## src/rtl/vmc_defs.svh

```systemverilog
// register offsets, field positions, reset values and codes of the vcpu maintenance block
`ifndef VMC_DEFS_SVH
`define VMC_DEFS_SVH
`define VMC_ADDR_W 8
`define VMC_OFS_CTRL 8'h00
`define VMC_OFS_TYPE 8'h04
`define VMC_OFS_STAT 8'h08
`define VMC_OFS_MASK 8'h0c
`define VMC_B_EN 0
`define VMC_B_UNDER 1
`define VMC_B_MISSING 2
`define VMC_B_NOPEND 3
`define VMC_B_G0ON 4
`define VMC_B_G0OFF 5
`define VMC_COND_LSB 1
`define VMC_COND_MSB 5
`define VMC_NCOND 5
`define VMC_EOI_HI 31
`define VMC_EOI_LO 27
`define VMC_PRI_HI 31
`define VMC_PRI_LO 29
`define VMC_PRE_HI 28
`define VMC_PRE_LO 26
`define VMC_LRC_HI 5
`define VMC_LRC_LO 0
`define VMC_MASK_RST 5'h00
`define VMC_EOI_RST 5'h00
`define VMC_EOI_STEP 5'h01
`define VMC_ID_W 10
`define VMC_SPURIOUS_ID 10'h3ff
`define VMC_RESP_OKAY 2'h0
`define VMC_RESP_DECERR 2'h3
`endif

```

## src/rtl/vmc_pkg.sv

```systemverilog
// types shared by the vcpu maintenance block
package vmc_pkg;
  // control register fields held by the block
  typedef struct packed {
    logic [4:0] eoi_cnt;
    logic g0_off;
    logic g0_on;
    logic no_pend;
    logic missing;
    logic under;
    logic en;
  } vmc_ctrl_t;
  // write channel phase
  typedef enum logic {WR_COLLECT, WR_RESP} vmc_wr_phase_t;
  typedef logic [2:0] vmc_lvl_t;
  typedef logic [5:0] vmc_lrc_t;
endpackage : vmc_pkg

```

## src/rtl/vmc_sticky.sv

```systemverilog
// sticky event bits, cleared by a read, a new event wins over the clear
`timescale 1ns/1ns
module vmc_sticky
  import vmc_pkg::*;
#(
  parameter int W = 5
)
(
  input wire logic clk_i,
  input wire logic rst_i,
  input wire logic [W-1:0] set_i,
  input wire logic clr_i,
  output logic [W-1:0] q_o
);
  typedef struct packed {
    logic [W-1:0] bits;
  } vmc_sticky_t;
  vmc_sticky_t st;
  vmc_sticky_t next_st;
  // set beats clear so an event in the read cycle is kept
  always_comb
  begin
    next_st = st;
    if (clr_i)
      next_st.bits = set_i;
    else
      next_st.bits = st.bits | set_i;
  end
  always_ff @(posedge clk_i)
  begin
    if (rst_i)
      st <= '0;
    else
      st <= next_st;
  end
  assign q_o = st.bits;
endmodule : vmc_sticky

```

## src/rtl/vmc_ctrl.sv

```systemverilog
// vcpu interface control, type register and maintenance interrupt over axi4-lite
//
// The implementer's own choices: the AXI4-Lite slave port and the placing of the registers.
`timescale 1ns/1ns
`include "vmc_defs.svh"
// How it works
// [RQ1] control bit 5 raises maintenance while the vm group 0 enable is off
// [RQ2] control bit 4 raises maintenance while the vm group 0 enable is on
// [RQ3] control bit 3 raises maintenance while no list entry is pending
// [RQ4] control bit 2 raises maintenance while the unmatched eoi count is nonzero
// [RQ5] control bit 1 raises maintenance when at most one list entry is valid
// [RQ6] control bit 0 is the global enable of the interface
// [RQ7] global enable off suppresses every maintenance interrupt; only MAINT_IRQ_O is gated here, IRQ_O still follows set status bits
// [RQ8] global enable off suppresses every virtual interrupt
// [RQ9] global enable off makes acknowledge reads return the spurious id
// [RQ10] type register is read-only with priority, preemption and list counts
// [RQ11] priority field sits in type bits 31 to 29
// [RQ12] preemption field sits in type bits 28 to 26
// [RQ13] list count sits in bits 5 to 0, bits 25 to 6 read zero
// [RQ14] list count field is implemented count minus one, all ones means 64
// [RQ15] priority and preemption fields hold bit count minus one, three bits each, five priority bits by default
// [RQ16] eoi without list entry that clears an active bit bumps the count
// [RQ17] maintenance output is the gated or of conditions, one cycle later
module vmc_ctrl
  import vmc_pkg::*;
#(
  parameter int LR_NUM = 4,
  parameter int PRI_BITS = 5,
  parameter int PRE_BITS = 5
)
(
  input wire logic SYS_CLK_I,
  input wire logic RST_I,
  input wire logic [`VMC_ADDR_W-1:0] S_AXI_AWADDR_I,
  input wire logic S_AXI_AWVALID_I,
  output logic S_AXI_AWREADY_O,
  input wire logic [31:0] S_AXI_WDATA_I,
  input wire logic [3:0] S_AXI_WSTRB_I,
  input wire logic S_AXI_WVALID_I,
  output logic S_AXI_WREADY_O,
  output logic [1:0] S_AXI_BRESP_O,
  output logic S_AXI_BVALID_O,
  input wire logic S_AXI_BREADY_I,
  input wire logic [`VMC_ADDR_W-1:0] S_AXI_ARADDR_I,
  input wire logic S_AXI_ARVALID_I,
  output logic S_AXI_ARREADY_O,
  output logic [31:0] S_AXI_RDATA_O,
  output logic [1:0] S_AXI_RRESP_O,
  output logic S_AXI_RVALID_O,
  input wire logic S_AXI_RREADY_I,
  input wire logic VM_GROUP0_ON_I,
  input wire logic [LR_NUM-1:0] LR_PENDING_I,
  input wire logic [LR_NUM-1:0] LR_VALID_I,
  input wire logic EOI_NO_ENTRY_I,
  input wire logic EOI_CLR_ACTIVE_I,
  input wire logic VIRQ_REQ_I,
  output logic VIRQ_O,
  input wire logic ACK_RD_I,
  input wire logic [`VMC_ID_W-1:0] ACK_ID_I,
  output logic [`VMC_ID_W-1:0] ACK_ID_O,
  output logic ACK_VALID_O,
  output logic MAINT_IRQ_O,
  output logic IRQ_O
);
  typedef struct packed {
    vmc_wr_phase_t wph;
    logic aw_got;
    logic w_got;
    logic [`VMC_ADDR_W-1:0] waddr;
    logic [31:0] wdata;
    logic [3:0] wstrb;
    logic awready;
    logic wready;
    logic bvalid;
    logic [1:0] bresp;
    logic arready;
    logic rvalid;
    logic [31:0] rdata;
    logic [1:0] rresp;
    vmc_ctrl_t ctrl;
    logic [`VMC_NCOND-1:0] mask;
    logic [`VMC_NCOND-1:0] cond_q;
    logic maint;
    logic irq;
    logic virq;
    logic [`VMC_ID_W-1:0] ack_id;
    logic ack_vld;
  } vmc_state_t;
  vmc_state_t st;
  vmc_state_t next_st;
  logic aw_hs;
  logic w_hs;
  logic ar_hs;
  logic stat_clr;
  logic [`VMC_NCOND-1:0] cond;
  logic [`VMC_NCOND-1:0] stat;
  logic [LR_NUM-1:0] valid_less;
  // control fields placed in their register word
  function automatic logic [31:0] ctrl_word(input vmc_ctrl_t c);
    logic [31:0] w;
    w = '0;
    w[`VMC_EOI_HI:`VMC_EOI_LO] = c.eoi_cnt;
    w[`VMC_B_G0OFF] = c.g0_off;
    w[`VMC_B_G0ON] = c.g0_on;
    w[`VMC_B_NOPEND] = c.no_pend;
    w[`VMC_B_MISSING] = c.missing;
    w[`VMC_B_UNDER] = c.under;
    w[`VMC_B_EN] = c.en;
    return w;
  endfunction : ctrl_word
  // read-only type word, fields hold counts minus one
  function automatic logic [31:0] type_word();
    logic [31:0] w;
    w = '0;
    w[`VMC_PRI_HI:`VMC_PRI_LO] = vmc_lvl_t'(PRI_BITS - 1); // RQ11 RQ15
    w[`VMC_PRE_HI:`VMC_PRE_LO] = vmc_lvl_t'(PRE_BITS - 1); // RQ12 RQ15
    w[`VMC_LRC_HI:`VMC_LRC_LO] = vmc_lrc_t'(LR_NUM - 1); // RQ13 RQ14
    return w;
  endfunction : type_word
  // byte-lane merge of a write into an old word
  function automatic logic [31:0] merge(input logic [31:0] old, input logic [31:0] d,
                                       input logic [3:0] s);
    logic [31:0] w;
    w = old;
    for (int b = 0; b < 4; b++)
    begin
      if (s[b])
        w[b*8 +: 8] = d[b*8 +: 8];
    end
    return w;
  endfunction : merge
  // handshakes, all from registered readies
  assign aw_hs = S_AXI_AWVALID_I & st.awready;
  assign w_hs = S_AXI_WVALID_I & st.wready;
  assign ar_hs = S_AXI_ARVALID_I & st.arready;
  assign stat_clr = ar_hs && ({S_AXI_ARADDR_I[`VMC_ADDR_W-1:2], 2'b00} == `VMC_OFS_STAT);
  // at most one valid entry: clearing the lowest set bit leaves nothing
  assign valid_less = LR_VALID_I & (LR_VALID_I - LR_NUM'(1));
  // maintenance conditions, each gated by its enable and the global enable
  always_comb
  begin
    cond = '0;
    cond[`VMC_B_G0OFF-`VMC_COND_LSB] = st.ctrl.g0_off & ~VM_GROUP0_ON_I; // RQ1
    cond[`VMC_B_G0ON-`VMC_COND_LSB] = st.ctrl.g0_on & VM_GROUP0_ON_I; // RQ2
    cond[`VMC_B_NOPEND-`VMC_COND_LSB] = st.ctrl.no_pend & ~|LR_PENDING_I; // RQ3
    cond[`VMC_B_MISSING-`VMC_COND_LSB] = st.ctrl.missing & (|st.ctrl.eoi_cnt); // RQ4
    cond[`VMC_B_UNDER-`VMC_COND_LSB] = st.ctrl.under & ~|valid_less; // RQ5
    if (!st.ctrl.en) // RQ6
      cond = '0; // RQ7
  end
  // status bits catch the rising edge of each gated condition
  vmc_sticky #(
    .W(`VMC_NCOND)
  ) u_stat (
    .clk_i(SYS_CLK_I),
    .rst_i(RST_I),
    .set_i(cond & ~st.cond_q),
    .clr_i(stat_clr),
    .q_o(stat)
  );
  // next state: bus slave, registers and interrupt outputs
  always_comb
  begin
    next_st = st;
    // write address and data are taken in either order
    if (aw_hs)
    begin
      next_st.aw_got = 1'b1;
      next_st.waddr = S_AXI_AWADDR_I;
    end
    if (w_hs)
    begin
      next_st.w_got = 1'b1;
      next_st.wdata = S_AXI_WDATA_I;
      next_st.wstrb = S_AXI_WSTRB_I;
    end
    case (st.wph)
      WR_COLLECT:
      begin
        if (st.aw_got && st.w_got)
        begin
          next_st.aw_got = 1'b0;
          next_st.w_got = 1'b0;
          next_st.bvalid = 1'b1;
          next_st.bresp = `VMC_RESP_OKAY;
          next_st.wph = WR_RESP;
          if ({st.waddr[`VMC_ADDR_W-1:2], 2'b00} == `VMC_OFS_CTRL)
          begin
            logic [31:0] w;
            w = merge(ctrl_word(st.ctrl), st.wdata, st.wstrb);
            next_st.ctrl.eoi_cnt = w[`VMC_EOI_HI:`VMC_EOI_LO];
            next_st.ctrl.g0_off = w[`VMC_B_G0OFF];
            next_st.ctrl.g0_on = w[`VMC_B_G0ON];
            next_st.ctrl.no_pend = w[`VMC_B_NOPEND];
            next_st.ctrl.missing = w[`VMC_B_MISSING];
            next_st.ctrl.under = w[`VMC_B_UNDER];
            next_st.ctrl.en = w[`VMC_B_EN]; // RQ6
          end
          else if ({st.waddr[`VMC_ADDR_W-1:2], 2'b00} == `VMC_OFS_MASK)
          begin
            logic [31:0] w;
            w = merge(32'(st.mask), st.wdata, st.wstrb);
            next_st.mask = w[`VMC_NCOND-1:0];
          end
          else if ({st.waddr[`VMC_ADDR_W-1:2], 2'b00} == `VMC_OFS_TYPE)
            next_st.bresp = `VMC_RESP_OKAY; // RQ10
          else if ({st.waddr[`VMC_ADDR_W-1:2], 2'b00} == `VMC_OFS_STAT)
            next_st.bresp = `VMC_RESP_OKAY;
          else
            next_st.bresp = `VMC_RESP_DECERR;
        end
      end
      WR_RESP:
      begin
        if (S_AXI_BREADY_I)
        begin
          next_st.bvalid = 1'b0;
          next_st.wph = WR_COLLECT;
        end
      end
      default:
        next_st.wph = WR_COLLECT;
    endcase
    // hardware bump after any software write, so no eoi is lost
    if (EOI_NO_ENTRY_I && EOI_CLR_ACTIVE_I)
      next_st.ctrl.eoi_cnt = next_st.ctrl.eoi_cnt + `VMC_EOI_STEP; // RQ16
    // one outstanding write: hold readies low until the response is gone
    next_st.awready = (next_st.wph == WR_COLLECT) && !next_st.aw_got;
    next_st.wready = (next_st.wph == WR_COLLECT) && !next_st.w_got;
    // read channel
    if (st.rvalid && S_AXI_RREADY_I)
      next_st.rvalid = 1'b0;
    if (ar_hs)
    begin
      next_st.rvalid = 1'b1;
      next_st.rresp = `VMC_RESP_OKAY;
      if ({S_AXI_ARADDR_I[`VMC_ADDR_W-1:2], 2'b00} == `VMC_OFS_CTRL)
        next_st.rdata = ctrl_word(st.ctrl);
      else if ({S_AXI_ARADDR_I[`VMC_ADDR_W-1:2], 2'b00} == `VMC_OFS_TYPE)
        next_st.rdata = type_word(); // RQ10
      else if ({S_AXI_ARADDR_I[`VMC_ADDR_W-1:2], 2'b00} == `VMC_OFS_STAT)
        next_st.rdata = 32'(stat);
      else if ({S_AXI_ARADDR_I[`VMC_ADDR_W-1:2], 2'b00} == `VMC_OFS_MASK)
        next_st.rdata = 32'(st.mask);
      else
      begin
        next_st.rdata = '0;
        next_st.rresp = `VMC_RESP_DECERR;
      end
    end
    next_st.arready = !next_st.rvalid;
    // interrupt side, all registered one cycle after their cause
    next_st.cond_q = cond;
    next_st.maint = |cond; // RQ17
    next_st.irq = |(stat & st.mask);
    next_st.virq = VIRQ_REQ_I & st.ctrl.en; // RQ8
    next_st.ack_vld = ACK_RD_I;
    if (ACK_RD_I)
      next_st.ack_id = st.ctrl.en ? ACK_ID_I : `VMC_SPURIOUS_ID; // RQ9
  end
  always_ff @(posedge SYS_CLK_I)
  begin
    if (RST_I)
      st <= '0;
    else
      st <= next_st;
  end
  // outputs straight from the state register
  assign S_AXI_AWREADY_O = st.awready;
  assign S_AXI_WREADY_O = st.wready;
  assign S_AXI_BVALID_O = st.bvalid;
  assign S_AXI_BRESP_O = st.bresp;
  assign S_AXI_ARREADY_O = st.arready;
  assign S_AXI_RVALID_O = st.rvalid;
  assign S_AXI_RDATA_O = st.rdata;
  assign S_AXI_RRESP_O = st.rresp;
  assign VIRQ_O = st.virq;
  assign ACK_ID_O = st.ack_id;
  assign ACK_VALID_O = st.ack_vld;
  assign MAINT_IRQ_O = st.maint;
  assign IRQ_O = st.irq;
endmodule : vmc_ctrl

```

## config.mk

```make
export PLATFORM = sky130hd
export DESIGN_NAME = vmc_ctrl
export DESIGN_NICKNAME = d
export VERILOG_FILES = /design/src/rtl/vmc_pkg.sv /design/src/rtl/vmc_sticky.sv /design/src/rtl/vmc_ctrl.sv
export VERILOG_INCLUDE_DIRS = /design/src /design/src/rtl
export SDC_FILE = /design/constraint.sdc
export NUM_CORES = 1
export LEC_CHECK = 0
export BUFFER_PORTS_ARGS = -buffer_cell sky130_fd_sc_hd__buf_2
export CAP_MARGIN = 20
export CORE_UTILIZATION = 52
export DETAILED_ROUTE_END_ITERATION = 8
export PLACE_DENSITY = 0.85
export SETUP_SLACK_MARGIN = 0.15
export SYNTH_ARGS = -nofsm -noshare
export SYNTH_HDL_FRONTEND = slang
export SYNTH_HIERARCHICAL = 1
export SYNTH_SLANG_ARGS = --single-unit
```

## constraint.sdc

```tcl
create_clock -name SYS_CLK_I -period 4.53 [get_ports SYS_CLK_I]
set_input_delay 0.2265 -clock SYS_CLK_I [delete_from_list [all_inputs] [get_ports SYS_CLK_I]]
set_output_delay 0.2265 -clock SYS_CLK_I [all_outputs]
set_load 0.02 [all_outputs]
```

==> impl_metrics.csv <==
group,metric,value,unit
die,io-pin-count,137,
die,die_w,83.36,um
sta,fin_skew,0.007097,ns
critical_path,r2r_cells,9,
synthesis,yosysSeqAreaShare,46.53,%
synthesis,synth_edf_count,0,
grt,grt_remaining_overflow,0,
finish,final_nets,528,
grt,grt_start_max_net_pins,51,
synthesis,synthCells,390,
routing,detail-route-antenna-nets,0,
clocking,htree_levels,3,
die,core,6386,sq um
sta,fmax,429.4,MHz
clocking,clock_path_buffers,2,
synthesis,async_flop_share,0,%
clocking,ctsHoldBuffers,0,
synthesis,syn_area_per_cell,8.826,sq um
sta,fin_setup_tns,0,ns
critical_path,rr_startpoint,"st[122]$_SDFF_PP0_",
placed_design,port_buffers,88,
finish,multiInputGateArea,1469,sq um
die,die_h,83.36,um
hold_path,holdPathEnd,"st[18]$_SDFF_PP0_",
die,dieArea,6949,sq um
clocking,insertion_delay,0.35,ns
critical_path,rr_endpoint,"st[34]$_SDFF_PP0_",
critical_path,criticalPathCategory,"reg -> reg",
sta,worst_pin_slew,0.8743,ns
placed_design,gp_congestion,0.8249,
finish,final_cell_mix,"buf_2 (88), dfxtp_1 (80), nor2_1 (55)",
synthesis,ys.flop_type,"dfxtp_1",
sta,setup_viol,0,
sta,timing.final.crit_share,51.41,%
synthesis,yosys_warnings,6,
sta,slew_violations,0,
finish,drive_gt1_share,24.72,%
grt,grt_pass1_vias,2530,
status,status,"complete, no violations",
grt,grt_pass1_wl,11.57,mm
sta,layout_min_cycle_time,2.329,ns
finish,final_common_cell,"buf_2",
synthesis,synth_cell_types,45,
critical_path,worstPathRequired,4.73,ns
critical_path,crit_fanout,7,
synthesis,ys_ff_latch,80,
clocking,cts_tree,"yes",
critical_path,r2r_slack,2.20,ns
power_and_ir_drop,p_leak,1.765,nW
routing,dr_total_vias,2772,
synthesis,syn-cell-area,3442,sq um
routing,wl_per_cell,13.42,um
clocking,cts_buffers,9,
clocking,path_clk_slew,0.07,ns
critical_path,cp-start-kind,"flop",
finish,fill_cells,552,
die,start_util,53.90,%
flow_run,cap_violations,0,
finish,ff_latch_area,1602,sq um
critical_path,worstPathArrival,2.53,ns
critical_path,endpoint_kind,"flop",
finish,finish.utilization,60.46,%
hold_path,hp-start,"VM_GROUP0_ON_I",
sta,rsz0062_at_grt,"no",
placed_design,dp_hpwl,5.094,mm
finish,area_growth,12.18,%
clocking,cts_sinks,80,
power_and_ir_drop,power_per_cell_area,378.4,nW/um^2
grt,grtUsageTotal,21.02,%
hold_path,hold_path.class,"in -> reg",
routing,routed_via_density,5.270,
finish,n_antenna_cell,0,
routing,drt_wl_total,7.058,mm
power_and_ir_drop,irDropWorstVdd,188.2,uV
hold_path,hold_path_depth,2,
sta,hold_viol,0,
routing,drc,0,
sta,slew_headroom,41.71,%
clocking,clk_root_buffer_cell,"clkbuf_8",
routing,first_pass_iters,5,
die,fp-row-count,29,
clocking,postCtsSetupBuffers,0,
routing,drt-initial-drc-count,151,
grt,grt_antenna_before_repair,0,
clocking,cts.repair.resized,0,
## report_power, final
part           switching [W]  internal (W)
clock network       0.000241      0.000337
logic              0.0000894     0.0000501
registers          0.0000172      0.000727
total               0.000347       0.00111
## cells by family (layout without fill, tap and decap cells)
kind of cell / Yosys count / in the layout / synth area share (%)
AO/OA/AOI/OAI: 63 / 63 / 10.98
adder cells (fa/ha/maj): 2 / 2 / 0.6543
multiplexers: 23 / 23 / 6.761
XOR/XNOR: 4 / 4 / 1.018
flip-flops: 80 / 80 / 46.53
AND/OR/NAND/NOR: 145 / 145 / 20.97
buffers and inverters: 72 / 111 / 12.98
other: 1 / 21 / 0.1089
## per-stage QoR
step	power, W	setup slack, ns	cells	cell area (sq um)	hold WS [ns]
finish	0.001461	2.201	526	3861	0.09435
global route	0.001520	2.059	526	3861	0.08890
CTS	0.001473	2.193	526	3861	0.07635
detailed placement	0.0008993	2.207	511	3641	0.4492
global placement	0.0008948	2.371	511	3641	0.4387
floorplan	0.0008751	2.528	410	3517	0.2956
## critical path, stage by stage (launching register included)
cell     delay, ns
dfxtp_1       0.32
and3b_1       0.40
nand4_4       0.24
mux2_2        0.31
ha_1          0.14
and3_1        0.21
nand3_1       0.09
mux2i_1       0.22
xor2_1        0.21
nor2_1        0.06
## registers in the layout (all words and copies together) (netlist names), 5 cells and up
register,flops
ACK_ID_O,10
S_AXI_RDATA_O,11
st,43
u_stat/q_o,5
## synthesized netlist by cell type (5+ instances only)
| master | instances | area share [%] |
|---|---|---|
| mux2i_1 | 21 | 6.1 |
| a22oi_1 | 5 | 1.1 |
| nand2_1 | 42 | 4.6 |
| o22ai_1 | 12 | 2.2 |
| inv_1 | 7 | 0.76 |
| nand3_1 | 11 | 1.6 |
| o21ai_0 | 5 | 0.73 |
| nor2_1 | 55 | 6.0 |
| buf_4 | 46 | 10 |
| clkbuf_1 | 15 | 1.6 |
| nand2b_1 | 6 | 1.1 |
| dfxtp_1 | 80 | 47 |
| a21oi_1 | 31 | 4.5 |
## how the worst max path moves through the flow
stage,start,end
global route,st[120]$_SDFF_PP0_,st[34]$_SDFF_PP0_
finish,st[122]$_SDFF_PP0_,st[34]$_SDFF_PP0_
detailed placement,st[122]$_SDFF_PP0_,st[34]$_SDFF_PP0_
floorplan,st[117]$_SDFFE_PP0P_,st[34]$_SDFF_PP0_
global placement,st[122]$_SDFF_PP0_,st[34]$_SDFF_PP0_
CTS,st[122]$_SDFF_PP0_,st[34]$_SDFF_PP0_
## per-layer routing
| layer | share of wire [%] | track usage [%] |
|---|---|---|
| met5 | 0 | 0 |
| met2 | 50 | 36.36 |
| met1 | 42 | 24.64 |
| met3 | 5.5 | 4.871 |
| met4 | 2.4 | 9.561 |
## layout make-up
cell class	count	share of cell area, %
clock inverters	3	1.685
inverters	7	0.6805
clock buffers	12	4.018
repair buffers	89	11.60
flip-flops and latches	80	41.48
well taps	77	2.495
multi-input cells	258	38.04
Power figures use the tool's default switching activity.
